[src/rtl/ssp_pkg.sv]
// Notes on behaviour
// RQ1: Frame format selects one of four SPI variants or two other formats.
// RQ2: Bits per frame are programmable from four to sixteen inclusive.
// RQ3: Separate independent eight-word, sixteen-bit FIFOs for transmit and receive.
// RQ4: Incoming bits become receive words; transmit words are shifted out.
// RQ5: Roles are master, slave, and slave with serial output disabled.
// RQ6: Master serial clock comes from a prescaler then a bit rate divider.
// RQ7: Variants 0..3 map to polarity/phase 00, 01, 10, 11.
// RQ8: As master, the input clock is at least twice the bit rate.
// RQ9: An external master clocks at most one twelfth of our clock.
// RQ10: Read words carry valid data only in their lowest N bits.
// RQ11: Bits above the frame width are ignored on transmit writes.
// RQ12: DMA request outputs let words move without the processor.
// RQ13: Receive empty is reported so an empty read transfers nothing.
// RQ14: Transmit full is reported so a full write is refused.
// RQ15: Each interrupt source has its own enable gating the interrupt.
// RQ16: Interrupt status is readable raw and masked.
// RQ17: Software configures everything before enabling, disables before changes.
// RQ18: In slave-output-off role the data output stays undriven.
// RQ19: Narrow receive words are right-justified, upper bits zero.
package ssp_pkg;
    // ****************************************************
    // Encodings
    // ****************************************************
    typedef enum logic [2:0] {
        SSP_SPI_VARIANT_POL0_PH0 = 3'h0,
        SSP_SPI_VARIANT_POL0_PH1 = 3'h1,
        SSP_SPI_VARIANT_POL1_PH0 = 3'h2,
        SSP_SPI_VARIANT_POL1_PH1 = 3'h3,
        SSP_FRAMED_PULSE_FORMAT  = 3'h4,
        SSP_HALF_DUPLEX_CMD_FMT  = 3'h5
    } ssp_format_t;

    typedef enum logic [1:0] {
        SSP_MASTER_ROLE           = 2'h0,
        SSP_SLAVE_ROLE            = 2'h1,
        SSP_SLAVE_ROLE_OUTPUT_OFF = 2'h2
    } ssp_role_t;

    typedef struct packed {
        ssp_format_t format;
        ssp_role_t   role;
        logic [4:0]  width;     // Bits per frame, 4..16
        logic [7:0]  prescale;  // Even, 2..254
        logic [7:0]  rate_div;  // Serial clock = clk/(2*prescale*(1+rate_div))
    } ssp_cfg_t;

    // Interrupt source bit positions
    localparam int SSP_IRQ_TXFF  = 0;  // Transmit FIFO half empty or less
    localparam int SSP_IRQ_RXFF  = 1;  // Receive FIFO half full or more
    localparam int SSP_IRQ_RXTO  = 2;  // Receive timeout
    localparam int SSP_IRQ_RXOR  = 3;  // Receive overrun
    localparam int SSP_IRQ_N     = 4;

    localparam int          SSP_FIFO_DEPTH  = 8;
    localparam int          SSP_WORD_W      = 16;
    localparam logic [4:0]  SSP_WIDTH_MIN   = 5'h04;
    localparam logic [4:0]  SSP_WIDTH_MAX   = 5'h10;
    localparam logic [4:0]  SSP_WIDTH_RST   = 5'h08;
    localparam logic [7:0]  SSP_PRESC_RST   = 8'h02;
    // Receive timeout: 1024 clock cycles of idle with data waiting
    localparam logic [15:0] SSP_RXTO_CYCLES = 16'h0400;
    localparam logic [2:0]  SSP_HALF_LEVEL  = 3'h4;
endpackage : ssp_pkg

[src/rtl/ssp_port.sv]
`timescale 1ns/1ns
module ssp_port (
    input  wire logic                          clk_i,
    input  wire logic                          srst_i,
    input  wire logic                          enable_i,
    input  wire ssp_pkg::ssp_cfg_t             cfg_i,
    input  wire logic                          tx_wr_i,
    input  wire logic [31:0]                   tx_data_i,
    output logic                               tx_accept_o,
    output logic                               tx_full_o,
    input  wire logic                          rx_rd_i,
    output logic                               rx_valid_o,
    output logic [31:0]                        rx_data_o,
    output logic                               rx_empty_o,
    output logic                               rx_count_o,
    input  wire logic [ssp_pkg::SSP_IRQ_N-1:0] irq_en_i,
    input  wire logic [ssp_pkg::SSP_IRQ_N-1:0] irq_clr_i,
    output logic      [ssp_pkg::SSP_IRQ_N-1:0] irq_raw_o,
    output logic      [ssp_pkg::SSP_IRQ_N-1:0] irq_masked_o,
    output logic                               irq_o,
    output logic                               dma_tx_req_o,
    output logic                               dma_rx_req_o,
    output logic                               busy_o,
    output logic                               sclk_o,
    output logic                               sclk_oe_o,
    output logic                               fss_o,
    output logic                               fss_oe_o,
    output logic                               txd_o,
    output logic                               txd_oe_o,
    input  wire logic                          sclk_i,
    input  wire logic                          fss_i,
    input  wire logic                          rxd_i
);
    import ssp_pkg::*;

    // ****************************************************
    // Configuration decode
    // ****************************************************
    typedef enum logic [3:0] {
        SSP_IDLE  = 4'b0001,
        SSP_LOAD  = 4'b0010,
        SSP_SHIFT = 4'b0100,
        SSP_GAP   = 4'b1000
    } ssp_state_t;

    function automatic logic [15:0] ssp_width_mask(input logic [4:0] w);
        logic [16:0] m;
        m = (17'h00001 << w) - 17'h00001;
        return m[15:0];
    endfunction : ssp_width_mask

    logic       is_master;
    logic       is_spi;
    logic       is_pulse;
    logic       cpol;
    logic       cpha;
    logic [4:0] width;
    logic [15:0] wmask;

    assign is_master = (cfg_i.role == SSP_MASTER_ROLE);             // [RQ5]
    assign is_spi    = !cfg_i.format[2];                            // [RQ1]
    assign is_pulse  = (cfg_i.format == SSP_FRAMED_PULSE_FORMAT);   // [RQ1]
    assign cpol      = is_spi && cfg_i.format[1];                   // [RQ7]
    assign cpha      = is_spi && cfg_i.format[0];                   // [RQ7]
    // Out-of-range widths are clamped rather than trusted
    assign width = (cfg_i.width < SSP_WIDTH_MIN) ? SSP_WIDTH_MIN :
                   (cfg_i.width > SSP_WIDTH_MAX) ? SSP_WIDTH_MAX :
                   cfg_i.width;                                     // [RQ2]
    assign wmask = ssp_width_mask(width);

    // ****************************************************
    // FIFOs
    // ****************************************************
    logic [15:0] txf_rdata;
    logic        txf_empty;
    logic        txf_full;
    logic [3:0]  txf_level;
    logic        txf_rd;
    logic [15:0] rxf_wdata;
    logic        rxf_wr;
    logic        rxf_empty;
    logic        rxf_full;
    logic [3:0]  rxf_level;
    logic [15:0] rxf_rdata;
    logic        rx_rd_ok;

    ssp_fifo #(.WIDTH(SSP_WORD_W), .DEPTH(SSP_FIFO_DEPTH)) u_txf (  // [RQ3]
        .clk_i   (clk_i),
        .srst_i  (srst_i),
        .flush_i (1'b0),
        .wr_i    (tx_wr_i),
        .wdata_i (tx_data_i[15:0] & wmask),                        // [RQ11]
        .rd_i    (txf_rd),
        .rdata_o (txf_rdata),
        .empty_o (txf_empty),
        .full_o  (txf_full),
        .level_o (txf_level)
    );

    ssp_fifo #(.WIDTH(SSP_WORD_W), .DEPTH(SSP_FIFO_DEPTH)) u_rxf (  // [RQ3]
        .clk_i   (clk_i),
        .srst_i  (srst_i),
        .flush_i (1'b0),
        .wr_i    (rxf_wr),
        .wdata_i (rxf_wdata),
        .rd_i    (rx_rd_ok),
        .rdata_o (rxf_rdata),
        .empty_o (rxf_empty),
        .full_o  (rxf_full),
        .level_o (rxf_level)
    );

    assign tx_full_o   = txf_full;                                  // [RQ14]
    assign tx_accept_o = tx_wr_i && !txf_full;                      // [RQ14]
    assign rx_empty_o  = rxf_empty;                                 // [RQ13]
    assign rx_count_o  = rx_rd_i && !rxf_empty;                     // [RQ13]
    assign rx_rd_ok    = rx_rd_i && !rxf_empty;

    always_ff @(posedge clk_i) begin
        if (srst_i) rx_valid_o <= 1'b0;
        else        rx_valid_o <= rx_rd_ok;
    end
    // Upper bits are zero since stored words are right-justified
    assign rx_data_o = {16'h0000, rxf_rdata};                       // [RQ10] [RQ19]

    assign dma_tx_req_o = enable_i && (txf_level <= {1'b0, SSP_HALF_LEVEL}); // [RQ12]
    assign dma_rx_req_o = enable_i && !rxf_empty;                   // [RQ12]

    // ****************************************************
    // Master clock generation
    // ****************************************************
    logic [7:0] pre_ff;
    logic [7:0] div_ff;
    logic       tick;  // One half bit period elapsed
    logic       pre_tick;

    assign pre_tick = (pre_ff >= (cfg_i.prescale - 8'h01)) ||
                      (cfg_i.prescale < SSP_PRESC_RST);
    // Half-period ticks keep the bit rate at most clk/2
    always_ff @(posedge clk_i) begin
        if (srst_i || !enable_i) begin
            pre_ff <= '0;
            div_ff <= '0;
        end else if (pre_tick) begin                                // [RQ6]
            pre_ff <= '0;
            div_ff <= (div_ff >= cfg_i.rate_div) ? 8'h00 : div_ff + 8'h01;
        end else begin
            pre_ff <= pre_ff + 8'h01;
        end
    end
    assign tick = pre_tick && (div_ff >= cfg_i.rate_div);           // [RQ6] [RQ8]

    // ****************************************************
    // Input pin sampling
    // ****************************************************
    logic [2:0] pins;
    logic       sclk_q_ff;
    logic       s_sclk;
    logic       s_fss;
    logic       s_rxd;

    ssp_sync #(.N(3)) u_sync (
        .clk_i   (clk_i),
        .srst_i  (srst_i),
        .pin_i   ({sclk_i, fss_i, rxd_i}),
        .level_o (pins)
    );
    assign {s_sclk, s_fss, s_rxd} = pins;                           // [RQ9]

    always_ff @(posedge clk_i) begin
        if (srst_i) sclk_q_ff <= 1'b0;
        else        sclk_q_ff <= s_sclk;
    end

    // ****************************************************
    // Shift engine
    // ****************************************************
    ssp_state_t  st_ff;
    logic [15:0] tsh_ff;
    logic [15:0] rsh_ff;
    logic [4:0]  cnt_ff;
    logic        ph_ff;    // Master: 0 = leading half, 1 = trailing half
    logic        sck_ff;
    logic        fs_ff;
    logic        lead_e;
    logic        trail_e;
    logic        samp_e;
    logic        drv_e;
    logic        s_act;

    // Edges relative to idle level: leading edge leaves idle
    always_comb begin
        lead_e  = 1'b0;
        trail_e = 1'b0;
        if (is_master) begin
            lead_e  = (st_ff == SSP_SHIFT) && tick && !ph_ff;
            trail_e = (st_ff == SSP_SHIFT) && tick && ph_ff;
        end else begin
            lead_e  = (st_ff == SSP_SHIFT) && (s_sclk != sclk_q_ff) &&
                      (sclk_q_ff == cpol);
            trail_e = (st_ff == SSP_SHIFT) && (s_sclk != sclk_q_ff) &&
                      (sclk_q_ff != cpol);
        end
        // Phase 0 and the other formats sample on the leading edge
        samp_e = cpha ? trail_e : lead_e;
        drv_e  = cpha ? lead_e : trail_e;
    end

    // Slave frame: SPI select is active low; pulse format starts on a
    // one-clock high pulse; command format uses active-low select
    assign s_act = is_pulse ? s_fss : !s_fss;

    assign txf_rd = (st_ff == SSP_LOAD) && !txf_empty;              // [RQ4]

    always_ff @(posedge clk_i) begin
        if (srst_i || !enable_i) begin
            st_ff  <= SSP_IDLE;
            tsh_ff <= '0;
            rsh_ff <= '0;
            cnt_ff <= '0;
            ph_ff  <= 1'b0;
        end else begin
            case (st_ff)
                SSP_IDLE: begin
                    if ((is_master && !txf_empty) || (!is_master && s_act)) begin
                        st_ff <= SSP_LOAD;
                    end
                end
                SSP_LOAD: begin
                    // Slave with nothing queued sends zeros
                    tsh_ff <= txf_empty ? 16'h0000 : txf_rdata;
                    cnt_ff <= '0;
                    ph_ff  <= 1'b0;
                    st_ff  <= txf_empty ? SSP_SHIFT : SSP_LOAD;
                    if (txf_rd) st_ff <= SSP_GAP;
                end
                SSP_GAP: begin
                    // Registered FIFO data lands here; a master also waits
                    // one tick so the pin synchroniser holds the first bit
                    tsh_ff <= txf_rdata << (5'h10 - width);
                    if (!is_master || tick) st_ff <= SSP_SHIFT;     // [RQ4]
                end
                SSP_SHIFT: begin
                    if (is_master && tick) ph_ff <= !ph_ff;
                    if (samp_e) begin                               // [RQ4]
                        rsh_ff <= {rsh_ff[14:0], is_master ? s_rxd : s_rxd};
                        cnt_ff <= cnt_ff + 5'h01;
                    end
                    if (drv_e && cnt_ff != 5'h00) begin
                        tsh_ff <= {tsh_ff[14:0], 1'b0};
                    end
                    if (trail_e && cnt_ff == width) begin
                        st_ff <= SSP_IDLE;
                    end
                    if (!is_master && !s_act && !is_pulse) begin
                        st_ff <= SSP_IDLE;
                    end
                end
                default: st_ff <= SSP_IDLE;
            endcase
        end
    end

    // Word completes after N sampled bits, right-justified
    assign rxf_wr    = (st_ff == SSP_SHIFT) && trail_e && (cnt_ff == width); // [RQ4]
    assign rxf_wdata = rsh_ff & wmask;                              // [RQ19]

    always_ff @(posedge clk_i) begin
        if (srst_i || !enable_i) begin
            sck_ff <= 1'b0;
            // Select idles inactive so enabling makes no false frame
            fs_ff  <= !is_pulse;
        end else begin
            sck_ff <= (st_ff == SSP_SHIFT) ? (sck_ff ^ (is_master && tick))
                                          : cpol;                   // [RQ7]
            fs_ff  <= is_pulse ? (st_ff == SSP_GAP)
                               : !(st_ff == SSP_SHIFT || st_ff == SSP_GAP);
        end
    end

    assign busy_o    = (st_ff != SSP_IDLE) || !txf_empty;
    assign sclk_o    = sck_ff;
    assign sclk_oe_o = enable_i && is_master;
    assign fss_o     = fs_ff;
    assign fss_oe_o  = enable_i && is_master;
    assign txd_o     = tsh_ff[15];
    assign txd_oe_o  = enable_i &&
                       (cfg_i.role != SSP_SLAVE_ROLE_OUTPUT_OFF) && // [RQ18]
                       (is_master || (st_ff == SSP_SHIFT));

    // ****************************************************
    // Interrupt status
    // ****************************************************
    logic [15:0] to_ff;
    logic [SSP_IRQ_N-1:0] ev;
    logic [SSP_IRQ_N-1:0] sticky_ff;

    always_ff @(posedge clk_i) begin
        if (srst_i || rxf_empty || rxf_wr || rx_rd_ok) to_ff <= '0;
        else if (to_ff != SSP_RXTO_CYCLES) to_ff <= to_ff + 16'h0001;
    end

    always_comb begin
        ev = '0;
        ev[SSP_IRQ_RXTO] = (to_ff == SSP_RXTO_CYCLES - 16'h0001);
        ev[SSP_IRQ_RXOR] = rxf_wr && rxf_full;
    end

    // Set wins over a clear in the same cycle
    always_ff @(posedge clk_i) begin
        if (srst_i) sticky_ff <= '0;
        else        sticky_ff <= (sticky_ff & ~irq_clr_i) | ev;
    end

    always_comb begin
        irq_raw_o = sticky_ff;                                      // [RQ16]
        irq_raw_o[SSP_IRQ_TXFF] = txf_level <= {1'b0, SSP_HALF_LEVEL};
        irq_raw_o[SSP_IRQ_RXFF] = rxf_level >= {1'b0, SSP_HALF_LEVEL};
    end
    assign irq_masked_o = irq_raw_o & irq_en_i;                     // [RQ15] [RQ16]
    assign irq_o        = |irq_masked_o;                            // [RQ15]
endmodule : ssp_port

[src/rtl/ssp_fifo.sv]
`timescale 1ns/1ns
// ****************************************************
// Small synchronous FIFO, registered read data
// ****************************************************
module ssp_fifo #(
    parameter int WIDTH = 16,
    parameter int DEPTH = 8
) (
    input  wire logic                       clk_i,
    input  wire logic                       srst_i,
    input  wire logic                       flush_i,
    input  wire logic                       wr_i,
    input  wire logic [WIDTH-1:0]           wdata_i,
    input  wire logic                       rd_i,
    output logic      [WIDTH-1:0]           rdata_o,
    output logic                            empty_o,
    output logic                            full_o,
    output logic      [$clog2(DEPTH):0]     level_o
);
    localparam int AW = $clog2(DEPTH);
    initial begin
        if (DEPTH < 2 || (1 << AW) != DEPTH)
            $error("ssp_fifo: DEPTH must be a power of two");
    end

    logic [WIDTH-1:0] mem [DEPTH];
    logic [AW:0]      wp_ff;
    logic [AW:0]      rp_ff;
    logic             do_wr;
    logic             do_rd;

    assign empty_o = (wp_ff == rp_ff);
    assign full_o  = (wp_ff[AW] != rp_ff[AW]) && (wp_ff[AW-1:0] == rp_ff[AW-1:0]);
    assign level_o = wp_ff - rp_ff;
    assign do_wr   = wr_i && !full_o;
    assign do_rd   = rd_i && !empty_o;

    always_ff @(posedge clk_i) begin
        if (do_wr) begin
            mem[wp_ff[AW-1:0]] <= wdata_i;
        end
    end

    always_ff @(posedge clk_i) begin
        if (srst_i || flush_i) begin
            wp_ff <= '0;
            rp_ff <= '0;
        end else begin
            if (do_wr) wp_ff <= wp_ff + 1'b1;
            if (do_rd) rp_ff <= rp_ff + 1'b1;
        end
    end

    // Read data registered: valid the cycle after rd_i
    always_ff @(posedge clk_i) begin
        if (srst_i) begin
            rdata_o <= '0;
        end else if (do_rd) begin
            rdata_o <= mem[rp_ff[AW-1:0]];
        end
    end
endmodule : ssp_fifo

[src/rtl/ssp_sync.sv]
`timescale 1ns/1ns
// ****************************************************
// Three-stage pin synchroniser; change taken when stages 2 and 3 agree
// ****************************************************
module ssp_sync #(
    parameter int N = 3
) (
    input  wire logic         clk_i,
    input  wire logic         srst_i,
    input  wire logic [N-1:0] pin_i,
    output logic      [N-1:0] level_o
);
    logic [N-1:0] s1_ff;
    logic [N-1:0] s2_ff;
    logic [N-1:0] s3_ff;

    always_ff @(posedge clk_i) begin
        if (srst_i) begin
            s1_ff   <= '0;
            s2_ff   <= '0;
            s3_ff   <= '0;
            level_o <= '0;
        end else begin
            s1_ff <= pin_i;
            s2_ff <= s1_ff;
            s3_ff <= s2_ff;
            for (int i = 0; i < N; i++) begin
                if (s2_ff[i] == s3_ff[i]) level_o[i] <= s3_ff[i];
            end
        end
    end
endmodule : ssp_sync

[config.mk]
export PLATFORM = sky130hd
export DESIGN_NAME = ssp_port
export DESIGN_NICKNAME = d
export VERILOG_FILES = /design/src/rtl/ssp_pkg.sv /design/src/rtl/ssp_port.sv /design/src/rtl/ssp_fifo.sv /design/src/rtl/ssp_sync.sv
export SDC_FILE = /design/constraint.sdc
export NUM_CORES = 1
export LEC_CHECK = 0
export CORE_MARGIN = 5
export CORE_UTILIZATION = 40
export DETAILED_ROUTE_END_ITERATION = 10
export DONT_BUFFER_PORTS = 1
export GPL_TIMING_DRIVEN = 0
export SYNTH_ARGS = -nofsm -noshare
export SYNTH_HDL_FRONTEND = slang
export SYNTH_SLANG_ARGS = --single-unit
[constraint.sdc]
create_clock -name clk_i -period 4 [get_ports clk_i]
set_input_delay 0.4 -clock clk_i [delete_from_list [all_inputs] [get_ports clk_i]]
set_output_delay 0.4 -clock clk_i [all_outputs]
set_load 0.02 [all_outputs]
* Yosys cells after proc, flatten, opt, wreduce, memory -nomap -nowiden
Memories as Yosys holds them, arrays and structs flattened. A register that Yosys moved wholly into a read port is not among the register bits. Cells that the tools add are included.
Storage, ports and cells: register bits 110, latch bits 0, bits in writable memories 256, ROM bits 0, input port bits 74, output and inout port bits 55, memories kept 2
Cells by class: $add $sub $neg 13, multipliers 0, div/mod/pow operators 0, $lt $le $gt $ge 7, eq/ne operators 28, shift operators 2, multiplexer cells 29, bitwise logic cells 7, reduce and logical (&&, ||, !) cells 65
Memory list:
- u_rxf.mem | words 8, bits a word 16, rd ports 1, clocked after memory_dff 1, write ports 1, RTL line ssp_fifo.sv:26 | logic [WIDTH-1:0] mem [DEPTH];
- u_txf.mem | words 8, bits a word 16, rd ports 1, clocked after memory_dff 1, write ports 1, RTL line ssp_fifo.sv:26
Operator list (number):
- 16-bit case mux with 3 select lines | 1
- 16-bit bitwise AND | 2
- 1-bit logical AND | 32
- 16-bit two-way mux | 2
- 4-bit two-way mux | 5
- 16-bit by 1-bit adder with 16-bit output (second input constant) | 1
- 4-bit by 1-bit adder with 4-bit output (second input constant) | 4
- 8-bit by 1-bit adder with 8-bit output (second input constant) | 2
- 16-bit by 10-bit equality test with 1-bit output (second input constant) | 1
- 8-bit greater-or-equal comparator | 2
- 16-bit by 11-bit != test with 1-bit output (second input constant) | 1
- 4-bit case mux with 4 select lines | 1
- 1-bit by 5-bit left shift with 16-bit output (first input constant) | 1
- 16-bit by 5-bit left shift with 16-bit output | 1
- 16-bit by 1-bit subtractor with 16-bit output (second input constant) | 1
- 5-bit two-way mux | 3
- 1-bit two-way mux | 13
- 1-bit zero test | 12
- 1-bit logical OR | 10
- 2-bit != test (second input constant) | 5
- 5-bit case mux with 2 select lines | 1
- 4-bit bitwise AND | 2
- 4-bit equality test | 2
- 8-bit by 2-bit less-than comparator with 1-bit output (second input constant) | 1
- other kinds (34) | 45

* Logic depth before layout (Yosys ltp)
Gate-level depths: netlist of the first run.
depth in word-level cells 12, gate-level depth with buffers 15, mapped depth without buffers 13

* Hierarchy
From an unflattened synthesis of the first run, not the netlist that was laid out.
Unflattened totals: cell total of the unflattened synthesis 1369, area total of the unflattened synthesis 17792.1 µm²
By module, submodules not included:
- ssp_fifo | instances 2, cells each 324, area an instance 5891.9 µm², seq. area each 4324.1 µm²
- ssp_port | instances 1, cells each 690, area an instance 5620.4 µm², seq. area each 1601.5 µm²
- ssp_sync | instances 1, cells each 31, area an instance 387.9 µm², seq. area each 240.2 µm²

* Least setup slack after synthesis of the first run
Ideal clock, no wire load.
kind in2reg, start input port cfg_i[8] (netlist bit), end memory u_rxf.mem[5][0], enable pin, setup time 0.413 ns, arrival time 3.682 ns, slack -0.095 ns, stages 12, path through inv_1 > ha_1 > nand2_1 > nor3_1 > xnor2_1 > ha_1 > nand4_1 > nor3_2 > o211ai_4 > a211oi_4 > nand2_2 > nor3b_1
On the way: longest elaborated chain between the ends 12
Ends and longest elaborated chain:
- start, declared | RTL line ssp_port.sv:6 | input wire ssp_pkg::ssp_cfg_t cfg_i,
- 8-bit by 1-bit subtractor with 8-bit output | RTL line ssp_port.sv:137 | assign pre_tick = (pre_ff >= (cfg_i.prescale - 8'h01)) ||
- 8-bit greater-or-equal comparator | RTL line ssp_port.sv:137
- 1-bit logical OR (*) | RTL line ssp_port.sv:137
- 1-bit logical AND (*) | RTL line ssp_port.sv:151 | assign tick = pre_tick && (div_ff >= cfg_i.rate_div);
- 1-bit logical AND (*) (2 in series) | RTL line ssp_port.sv:197 | trail_e = (st_ff == SSP_SHIFT) && tick && ph_ff;
- 1-bit two-way mux (*) | RTL line ssp_port.sv:195 | if (is_master) begin
- 1-bit logical AND (*) (2 in series) | RTL line ssp_port.sv:265 | assign rxf_wr = (st_ff == SSP_SHIFT) && trail_e && (cnt_ff == width);
- 1-bit logical AND (*) | RTL line ssp_fifo.sv:35 | assign do_wr = wr_i && !full_o;
- 1-bit two-way mux (*) | RTL line ssp_fifo.sv:39 | if (do_wr) begin
- 1-bit two-way mux (not written as such) (*) | RTL line ssp_fifo.sv:40 | mem[wp_ff[AW-1:0]] <= wdata_i;
- end, declared | RTL line ssp_fifo.sv:26
Mark *: on every way between the ends. The rest lies on a longest branch, timed or not.

* Final worst setup path of the first run
start register u_rxf.rp_ff[2], end output port irq_o
On the way: longest elaborated chain between the ends 4
Ends and longest elaborated chain:
- start, declared | RTL line ssp_fifo.sv:28 | logic [AW:0] rp_ff;
- start signal, assigned | RTL line ssp_fifo.sv:50 | if (do_rd) rp_ff <= rp_ff + 1'b1;
- 4-bit subtractor | RTL line ssp_fifo.sv:34 | assign level_o = wp_ff - rp_ff;
- 4-bit by 3-bit greater-or-equal comparator with 1-bit output | RTL line ssp_port.sv:318 | irq_raw_o[SSP_IRQ_RXFF] = rxf_level >= {1'b0, SSP_HALF_LEVEL};
- net irq_raw_o, one bit | RTL line ssp_port.sv:18 | output logic [ssp_pkg::SSP_IRQ_N-1:0] irq_raw_o,
- 4-bit bitwise AND | RTL line ssp_port.sv:320 | assign irq_masked_o = irq_raw_o & irq_en_i;
- net irq_masked_o, one bit | RTL line ssp_port.sv:19 | output logic [ssp_pkg::SSP_IRQ_N-1:0] irq_masked_o,
- 4-bit OR reduction | RTL line ssp_port.sv:321 | assign irq_o = |irq_masked_o;
- end, declared | RTL line ssp_port.sv:20 | output logic irq_o,
The timed path passes the listed nets, and every way through them passes these cells.

==> results.sh, run 1 <==
export IMPL_status="finished, final reports clean"
export IMPL_die_h_um=220
export IMPL_synthesis_area_um2=17700
export IMPL_setup_slack_ns=0.160
export IMPL_clk_latency_ns=0.56
export IMPL_fin_cells=2056
export IMPL_synth_cell_types=81
export IMPL_drive_gt1_share_pct=16.5
export IMPL_design_area_um2=20200
export IMPL_die_area_um2=48600
export IMPL_period_share_pct=96.0
export IMPL_multi_input_area_um2=6760
export IMPL_criticalPathCategory="reg2out"
export IMPL_required_ns=3.60
export IMPL_synth_top_cell_by_area="edfxtp_1"
export IMPL_rr_worst_depth=7
export IMPL_synth_seq_area_share_pct=59.2
export IMPL_ys_warnings_count=0
export IMPL_finalClockSkew_ns=0.0185
export IMPL_core_rowCount=77
export IMPL_finalSetupViolCount=0
export IMPL_syn_inst=1355
export IMPL_place_ws_ns=-0.412
export IMPL_finalNetCount=1543
export IMPL_first_global_vias=10808
export IMPL_fin_crit_ns=3.84
export IMPL_drt_initial_drc_count=931
export IMPL_grt_pass1_wl_um=65800
export IMPL_fillers=3874
export IMPL_synth_top_cells_by_area="edfxtp_1, dfxtp_1, mux4_2, nand2_1, ha_1"
export IMPL_cts_setup_buffers=0
export IMPL_crit_fanout=18
export IMPL_netlist_area_leader_share_pct=43.4
export IMPL_maxCapViolations=0
export IMPL_start_util_pct=40.2
export IMPL_ant_nets=0
export IMPL_power_mw=8.67
export IMPL_grt_usage_pct=17.6
export IMPL_area_growth_pct=14.1
export IMPL_synth_ff_type="edfxtp_1"
export IMPL_drc=0
export IMPL_clk_path_buf_depth=3
export IMPL_drt_vias_per_instance=5.40
export IMPL_avgSynthCellArea_um2=13.1
export IMPL_dr_total_vias=11098
export IMPL_power_density_nw_per_um2=429
export IMPL_min_path_cells=3
export IMPL_root_buffer="clkbuf_16"
export IMPL_ctsHtreeMaxLevel=2
export IMPL_synth_edf_count=256
export IMPL_boundaryPins=129
export IMPL_gp_congestion=0.896
export IMPL_power_leakage_nw=6.55
export IMPL_grt_max_degree=19
export IMPL_first_pass_iters=5
export IMPL_cts_tree="done"
export IMPL_overflow=0
export IMPL_place_port_buffers=0
export IMPL_synth_seq_cells=396
export IMPL_dieWidth_um=220
export IMPL_async_reset_ff_share_pct=0
export IMPL_cp_start_kind="flip-flop"
export IMPL_placed_cell_area_um2=18800
export IMPL_hold_violations=0
export IMPL_worstPathArrival_ns=3.44
export IMPL_antenna_found_initial=8
export IMPL_grt_setup_unrepaired="no"
export IMPL_fmax_ghz=0.260
export IMPL_slew_violations=0
export IMPL_end_kind="output pin"
export IMPL_coreArea_um2=44000
export IMPL_seq_area_um2=10500
export IMPL_cts_sinks=396
export IMPL_wirelength_um=43000
export IMPL_hpwlAfterDp_um=30800
export IMPL_place_inst=1975
export IMPL_clk_pin_slew_ns=0.06
export IMPL_fin_tns_setup_ns=0
export IMPL_ir_drop_mv=0.273
export IMPL_slew_headroom_pct=19.2
export IMPL_hold_path_class="in2reg"
export IMPL_worstMarginPinSlew_ns=1.20
export IMPL_cts_buffers=42
export IMPL_wire_per_inst_um=20.9
## logic make-up after synthesis
group | after synthesis | share of synthesized area (%)
simple gates | 440 | 12.3
flops | 396 | 59.2
compound gates | 182 | 8.04
buf+inv | 129 | 3.40
mux | 112 | 11.5
xor+xnor | 54 | 2.67
fa+ha+maj | 40 | 2.82
other cells | 2 | 0.0424
## path summary, 6_finish.rpt
| check | from | to | slack, ns |
|---|---|---|---|
| setup reg to reg | u_rxf.rp_ff[2] | u_rxf.mem[4][0] | 0.30 |
| hold reg to reg | u_sync.s1_ff[0] | u_sync.s2_ff[0] | 0.44 |
| hold / removal | irq_clr_i[2] | sticky_ff[2] | 0.06 |
| setup / recovery | u_rxf.rp_ff[2] | irq_o | 0.16 |
## per-stage QoR
| stage | hold slack, ns | utilization [%] |
|---|---|---|
| after floorplan | 0.414 | - |
| after global placement | 0.425 | 42.1 |
| after detailed placement | 0.428 | 42.7 |
| after CTS | 0.0326 | 45.9 |
| after global routing | 0.0819 | 45.9 |
| final | 0.0631 | 45.9 |
## routing by layer
metal / GRT usage, % / wire length [um] / vias to the layer above
met5: 0 / 69 / -
met4: 4.39 / 849 / 12
met3: 4.08 / 3040 / 68
met2: 27.9 / 20000 / 329
met1: 24.9 / 19000 / 5485
li1: - / - / 5204
## report_power, final
group	switching (mW)	internal [mW]	leakage (nW)	total, mW
Clock	1.59	2.28	0.684	3.87
Sequential	0.0177	4.38	3.23	4.40
Combinational	0.265	0.137	2.63	0.401
Total	1.87	6.80	6.55	8.67
## cells in the final DEF, fill, tap and decap left out, drive strengths merged, types with 32 or more instances in the layout
cell and n:
buf 59, nor2 123, inv 36, clkbuf 99, nor2b 37, mux2i 39
mux4 73, a211oi 33, dfxtp 140, a311oi 33, nand2 138, ha 40
a21oi 32, edfxtp 256
## area by class of cell
cell class,instances,share of cell area [%]
flip-flops and latches,396,51.9
plain buffers,91,2.30
diodes,2,0.0248
clock inverters,23,1.13
multi-input cells,845,33.4
inverters,36,0.687
clock buffers,54,5.65
repair buffers,17,1.21
well taps,592,3.66
## state kept, by name, summed over array words and instances, names as in the netlist, 4 cells and up
| signal | cells |
|---|---|
| u_txf.rdata_o | 16 |
| cnt_ff | 5 |
| tsh_ff | 16 |
| st_ff | 4 |
| rsh_ff | 16 |
| u_rxf.rdata_o | 16 |
| u_txf.mem | 128 |
| div_ff | 8 |
| u_rxf.wp_ff | 4 |
| u_txf.rp_ff | 4 |
| u_rxf.rp_ff | 4 |
| u_txf.wp_ff | 4 |
| u_rxf.mem | 128 |
| to_ff | 16 |
| pre_ff | 8 |
## critical path: stages (launching register included)
cell and delay (ns):
dfxtp_1 0.62, clkinv_2 0.47, ha_1 0.38, xor2_1 0.16, nor3_1 0.23, a31oi_2 0.16
and2_1 0.35, a2111o_1 0.52
## synth_stat cells (17+ instances only)
cell	n
nor2_1	121
nand2_1	137
buf_4	19
inv_1	33
a211oi_1	32
dfxtp_1	140
edfxtp_1	256
xor2_1	29
and2_1	27
ha_1	40
buf_2	18
a21oi_1	30
clkbuf_1	48
o21ai_0	17
mux4_2	73
xnor2_1	25
a311oi_1	33
nand3_1	21
mux2i_1	38
nor2b_1	37
## what timing repair did
action | CTS | global route
gates cloned | 0 | 0
hold endpoints to repair | 4 | 0
hold buffers | 4 | 0
gates resized for setup | 8 | 6
setup endpoints to repair | 129 | 5
No activity file was read; power rests on OpenSTA's default activity.
==> inputs of run 2 (changes only) <==
--- a/config.mk
+++ b/config.mk
@@ -10,6 +10,7 @@
 export DETAILED_ROUTE_END_ITERATION = 10
 export DONT_BUFFER_PORTS = 1
 export GPL_TIMING_DRIVEN = 0
+export PLACE_DENSITY_LB_ADDON = 0.1
 export SYNTH_ARGS = -nofsm -noshare
 export SYNTH_HDL_FRONTEND = slang
 export SYNTH_SLANG_ARGS = --single-unit
==> run 2 against run 1 <==
  * Clock skew decreased by 0.0050 ns
  * Worst hold slack worse by 0.011 ns
  * Final area grew 0.69%
  * Core utilization rose by 0.32 points
  * Sequential power hardly changed
  * Power increased by 1.9%
  * Flip-flop and latch count unchanged
  * Register-to-register slack got worse by 0.06 ns
  * Largest power group unchanged
  * Fmax grew 1.3%
  * Non-clock buffer count increased by 1
  * Cell count grew 0.29%
  * Critical endpoint unchanged
  * Combinational power about the same
==> results.sh, run 2 (same netlist as run 1, synthesis figures left out) <==
export IMPL_wire_per_inst_um=21.5
export IMPL_mostFrequentLayoutCells="edfxtp_1, dfxtp_1, nand2_1"
export IMPL_power_density_nw_per_um2=434
export IMPL_clkPwrFrac_pct=45.6
export IMPL_maxCapViolations=0
export IMPL_criticalPathCategory="reg2out"
export IMPL_period_share_pct=94.7
export IMPL_place_port_buffers=0
export IMPL_end_kind="output pin"
export IMPL_min_path_cells=3
export IMPL_power_leakage_nw=6.58
export IMPL_fillers=3951
export IMPL_worstPathArrival_ns=3.39
export IMPL_grt_pass1_wl_um=67200
export IMPL_overflow=0
export IMPL_grt_setup_unrepaired="no"
export IMPL_first_pass_iters=7
export IMPL_worstMarginPinSlew_ns=1.05
export IMPL_placed_cell_area_um2=18800
export IMPL_clk_path_buf_depth=3
export IMPL_seq_power_share_pct=49.8
export IMPL_crit_fanout=10
export IMPL_drc=0
export IMPL_hold_violations=0
export IMPL_die_area_um2=48600
export IMPL_rr_worst_depth=9
export IMPL_ant_nets=0
export IMPL_p_switching_mw=1.93
export IMPL_finalSetupViolCount=0
export IMPL_finalClockSkew_ns=0.0135
export IMPL_slew_headroom_pct=29.1
export IMPL_wirelength_um=44200
export IMPL_drt_initial_drc_count=669
export IMPL_clk_pin_slew_ns=0.06
export IMPL_p_comb_share_pct=4.6
export IMPL_gp_congestion=0.875
export IMPL_layout_commonest_cell="edfxtp_1"
export IMPL_first_global_vias=10930
export IMPL_grt_usage_pct=18.2
export IMPL_finalNetCount=1547
export IMPL_switching_share_pct=21.9
export IMPL_hold_path_class="in2reg"
export IMPL_status="finished, final reports clean"
export IMPL_start_util_pct=40.2
export IMPL_grt_max_degree=17
export IMPL_finalCoreUtilization_pct=46.2
export IMPL_core_rowCount=77
export IMPL_hpwlAfterDp_um=31300
export IMPL_fin_crit_ns=3.79
export IMPL_required_ns=3.60
export IMPL_drt_vias_per_instance=5.39
export IMPL_die_h_um=220
export IMPL_root_buffer="clkbuf_16"
export IMPL_drive_gt1_share_pct=16.7
export IMPL_cts_sinks=396
export IMPL_dieWidth_um=220
export IMPL_cts_buffers=45
export IMPL_clk_latency_ns=0.58
export IMPL_design_area_um2=20400
export IMPL_boundaryPins=129
export IMPL_fmax_ghz=0.264
export IMPL_area_growth_pct=14.8
export IMPL_cts_tree="done"
export IMPL_slew_violations=0
export IMPL_coreArea_um2=44000
export IMPL_ctsHtreeMaxLevel=2
export IMPL_ir_drop_mv=0.310
export IMPL_antenna_found_initial=4
export IMPL_dr_total_vias=11117
export IMPL_cp_start_kind="flip-flop"
export IMPL_intPower_mw=6.90
==> run 2: cell count changes in the layout (fill, tap and decap cells not counted), moves of 2 or more <==
| cell | change |
|---|---|
| bufinv_16 | -2 |
| clkbuf_2 | +2 |
| clkbuf_1 | +10 |
| nor2_2 | -4 |
| nor2_4 | +4 |
| clkinv_1 | -5 |
| clkinv_2 | -6 |
| clkbuf_16 | +2 |
| clkbuf_8 | +6 |
==> run 2: worst max-delay path, stage by stage (launching register included) <==
cell and delay (ns):
dfxtp_2 0.49, clkinv_2 0.24, clkbuf_1 0.38, ha_1 0.46, nor3_1 0.24, a31oi_2 0.14
and2_1 0.33, a2111o_1 0.51
==> run 2: worst paths after layout <==
kind	endpoint	slack, ns	startpoint
worst max-delay path	irq_o	0.21	u_rxf.rp_ff[2]
worst min-delay path	sticky_ff[3]	0.05	irq_clr_i[3]
worst max register to register	u_rxf.mem[1][11]	0.24	u_rxf.rp_ff[2]
worst min register to register	u_sync.s2_ff[1]	0.44	u_sync.s1_ff[1]
==> run 2: area by class of cell <==
class	instances	area, um2	share of cell area, %
Clock buffer	71	1300	6.41
Antenna cell	2	5.00	0.0246
Multi-Input combinational cell	845	6790	33.3
Inverter	36	140	0.689
Clock inverter	11	155	0.762
Timing Repair Buffer	17	259	1.27
Tap cell	592	741	3.64
Buffer	92	470	2.31
Sequential cell	396	10500	51.6
==> run 2: through the flow <==
step / TNS (ns) / power [mW] / hold slack [ns] / std cells / setup WS [ns]
after global placement: -220.38 / 4.87 / 0.431 / 1962 / -1.76
final: 0 / 8.83 / 0.0524 / 2062 / 0.211
after detailed placement: -34.60 / 4.88 / 0.427 / 1976 / -0.414
after floorplan: 0 / 4.76 / 0.414 / 1370 / 0.0122
after CTS: 0 / 8.95 / 0.00622 / 2060 / 0.0358
after global routing: 0 / 9.15 / 0.0276 / 2060 / 0.0238
==> run 2: layer usage <==
layer	vias up	wire (um)	GRT usage, %
met5	-	35	0
li1	5217	-	-
met2	252	20200	28.6
met3	54	2520	3.65
met1	5588	20800	26.3
met4	6	713	4.51
==> run 2: timing repair <==
action	in CTS	in global routing
hold buffers	3	0
endpoints found under the hold margin	3	0
setup endpoints to repair	193	72
gates resized for setup	11	11
setup buffers	0	0
==> run 2: power by group through the flow <==
stage	Combinational, mW	Sequential, mW	Clock (mW)
final	0.404	4.40	4.03
after global routing	0.442	4.40	4.31
after CTS	0.404	4.40	4.15
after detailed placement	0.399	4.48	0
after global placement	0.384	4.48	0
after floorplan	0.283	4.48	0
==> inputs of run 3 (changes only) <==
==> constraint.sdc (replaced) <==
create_clock -name clk_i -period 4 [get_ports clk_i]
set_input_delay 0.6 -clock clk_i [delete_from_list [all_inputs] [get_ports clk_i]]
set_output_delay 0.6 -clock clk_i [all_outputs]
set_load 0.02 [all_outputs]
==> run 3 against run 2 <==
  * Via count shrank 0.95%
  * First-iteration DRC count rose by 43%
  * Die area did not move
  * Fmax decreased by 1.2%
  * Setup slack got worse by 0.044 ns
  * Flip-flop and latch count did not move
  * Wire length grew 0.15%
  * Clock skew rose by 0.014 ns
  * Count of clock-buffer cells in the layout down 7
  * Critical path depth shrank 1
  * Non-clock buffer count shrank 7
  * Cell count decreased by 0.39%
==> results.sh, run 3 (same netlist as run 1, synthesis figures left out) <==
export IMPL_status="finished, final reports clean"
export IMPL_first_global_vias=10968
export IMPL_finalCoreUtilization_pct=46.0
export IMPL_mostFrequentLayoutCells="edfxtp_1, dfxtp_1, nand2_1"
export IMPL_ctsHtreeMaxLevel=2
export IMPL_grt_max_degree=19
export IMPL_cts_sinks=396
export IMPL_dieWidth_um=220
export IMPL_crit_fanout=18
export IMPL_wirelength_um=44300
export IMPL_dr_total_vias=11011
export IMPL_fmax_ghz=0.261
export IMPL_first_pass_iters=5
export IMPL_place_port_buffers=0
export IMPL_required_ns=3.40
export IMPL_drt_vias_per_instance=5.36
export IMPL_drc=0
export IMPL_drt_initial_drc_count=955
export IMPL_root_buffer="clkbuf_16"
export IMPL_worstMarginPinSlew_ns=1.10
export IMPL_gp_congestion=0.857
export IMPL_clk_latency_ns=0.57
export IMPL_finalSetupViolCount=0
export IMPL_die_area_um2=48600
export IMPL_start_util_pct=40.2
export IMPL_maxCapViolations=0
export IMPL_hpwlAfterDp_um=31700
export IMPL_grt_pass1_wl_um=68100
export IMPL_cts_buffers=44
export IMPL_ant_nets=0
export IMPL_cts_tree="done"
export IMPL_fin_crit_ns=3.83
export IMPL_coreArea_um2=44000
export IMPL_finalNetCount=1539
export IMPL_die_h_um=220
export IMPL_fin_cells=2054
export IMPL_core_rowCount=77
export IMPL_hold_violations=0
export IMPL_clk_pin_slew_ns=0.06
export IMPL_area_growth_pct=14.2
export IMPL_drive_gt1_share_pct=16.5
export IMPL_slew_headroom_pct=25.9
export IMPL_period_share_pct=95.8
export IMPL_slew_violations=0
export IMPL_clk_path_buf_depth=3
export IMPL_finalClockSkew_ns=0.0275
export IMPL_ir_drop_mv=0.280
export IMPL_grt_usage_pct=18.4
export IMPL_cp_start_kind="flip-flop"
export IMPL_wire_per_inst_um=21.6
export IMPL_worstPathArrival_ns=3.23
export IMPL_place_inst=1974
export IMPL_criticalPathCategory="reg2out"
export IMPL_layout_commonest_cell="edfxtp_1"
export IMPL_boundaryPins=129
export IMPL_power_density_nw_per_um2=435
export IMPL_grt_setup_unrepaired="no"
export IMPL_end_kind="output pin"
export IMPL_power_leakage_nw=6.53
export IMPL_hold_path_class="in2reg"
export IMPL_antenna_found_initial=7
export IMPL_overflow=0
export IMPL_cts_hold_buf=0
-- run 3: path summary, 6_finish.rpt --
| kind | cells after the start | slack, ns | start | endpoint |
|---|---|---|---|---|
| setup / recovery | 6 | 0.17 | u_rxf.rp_ff[2] | irq_o |
| hold / removal | 1 | 0.17 | fss_i | u_sync.s1_ff[1] |
| setup reg to reg | 9 | 0.43 | u_txf.rp_ff[2] | u_txf.mem[7][13] |
| hold reg to reg | 1 | 0.44 | u_sync.s1_ff[1] | u_sync.s2_ff[1] |
-- run 3: metrics by stage --
step | setup WS, ns | hold WS (ns) | setup TNS, ns | total power [mW] | cell area (um2)
global placement | -1.53 | 0.420 | -197.12 | 4.87 | 18500
floorplan | 0.204 | 0.414 | 0 | 4.76 | 17800
CTS | 0.0377 | 0.136 | 0 | 8.91 | 20200
detailed placement | -0.517 | 0.427 | -55.76 | 4.88 | 18800
finish | 0.167 | 0.172 | 0 | 8.80 | 20200
global route | 0.000903 | 0.161 | 0 | 9.14 | 20200
-- run 3: per-layer routing --
layer	wire length [um]	GRT usage, %
met4	677	4.33
met2	20100	28.2
met1	20300	26.5
met5	57	0
met3	3200	4.90
-- run 3: what timing repair did --
action | CTS | global route
gates resized for setup | 13 | 8
setup buffers | 0 | 0
setup endpoints to repair | 159 | 42
pin swaps | 0 | 0
-- run 3: critical path: stages (launching register included) --
cell and delay, ns:
dfxtp_1 0.65, clkinv_4 0.32, ha_1 0.43, nor3_1 0.25, a31oi_2 0.14, and2_1 0.33
a2111o_1 0.52
-- run 3: area by class of cell --
cell class / count / area, um2
flip-flops and latches: 396 / 10500
diodes: 2 / 5.00
clock inverters: 17 / 184
multi-input cells: 845 / 6780
plain buffers: 90 / 467
well taps: 592 / 741
inverters: 36 / 144
repair buffers: 12 / 173
fillers: 4022 / 23800
clock buffers: 64 / 1260
-- run 3: power by group --
part           internal, mW  total (mW)  switching (mW)
clock network          2.39        4.01            1.62
logic                 0.134       0.400           0.266
registers              4.38        4.40          0.0189
total                  6.90        8.80            1.91
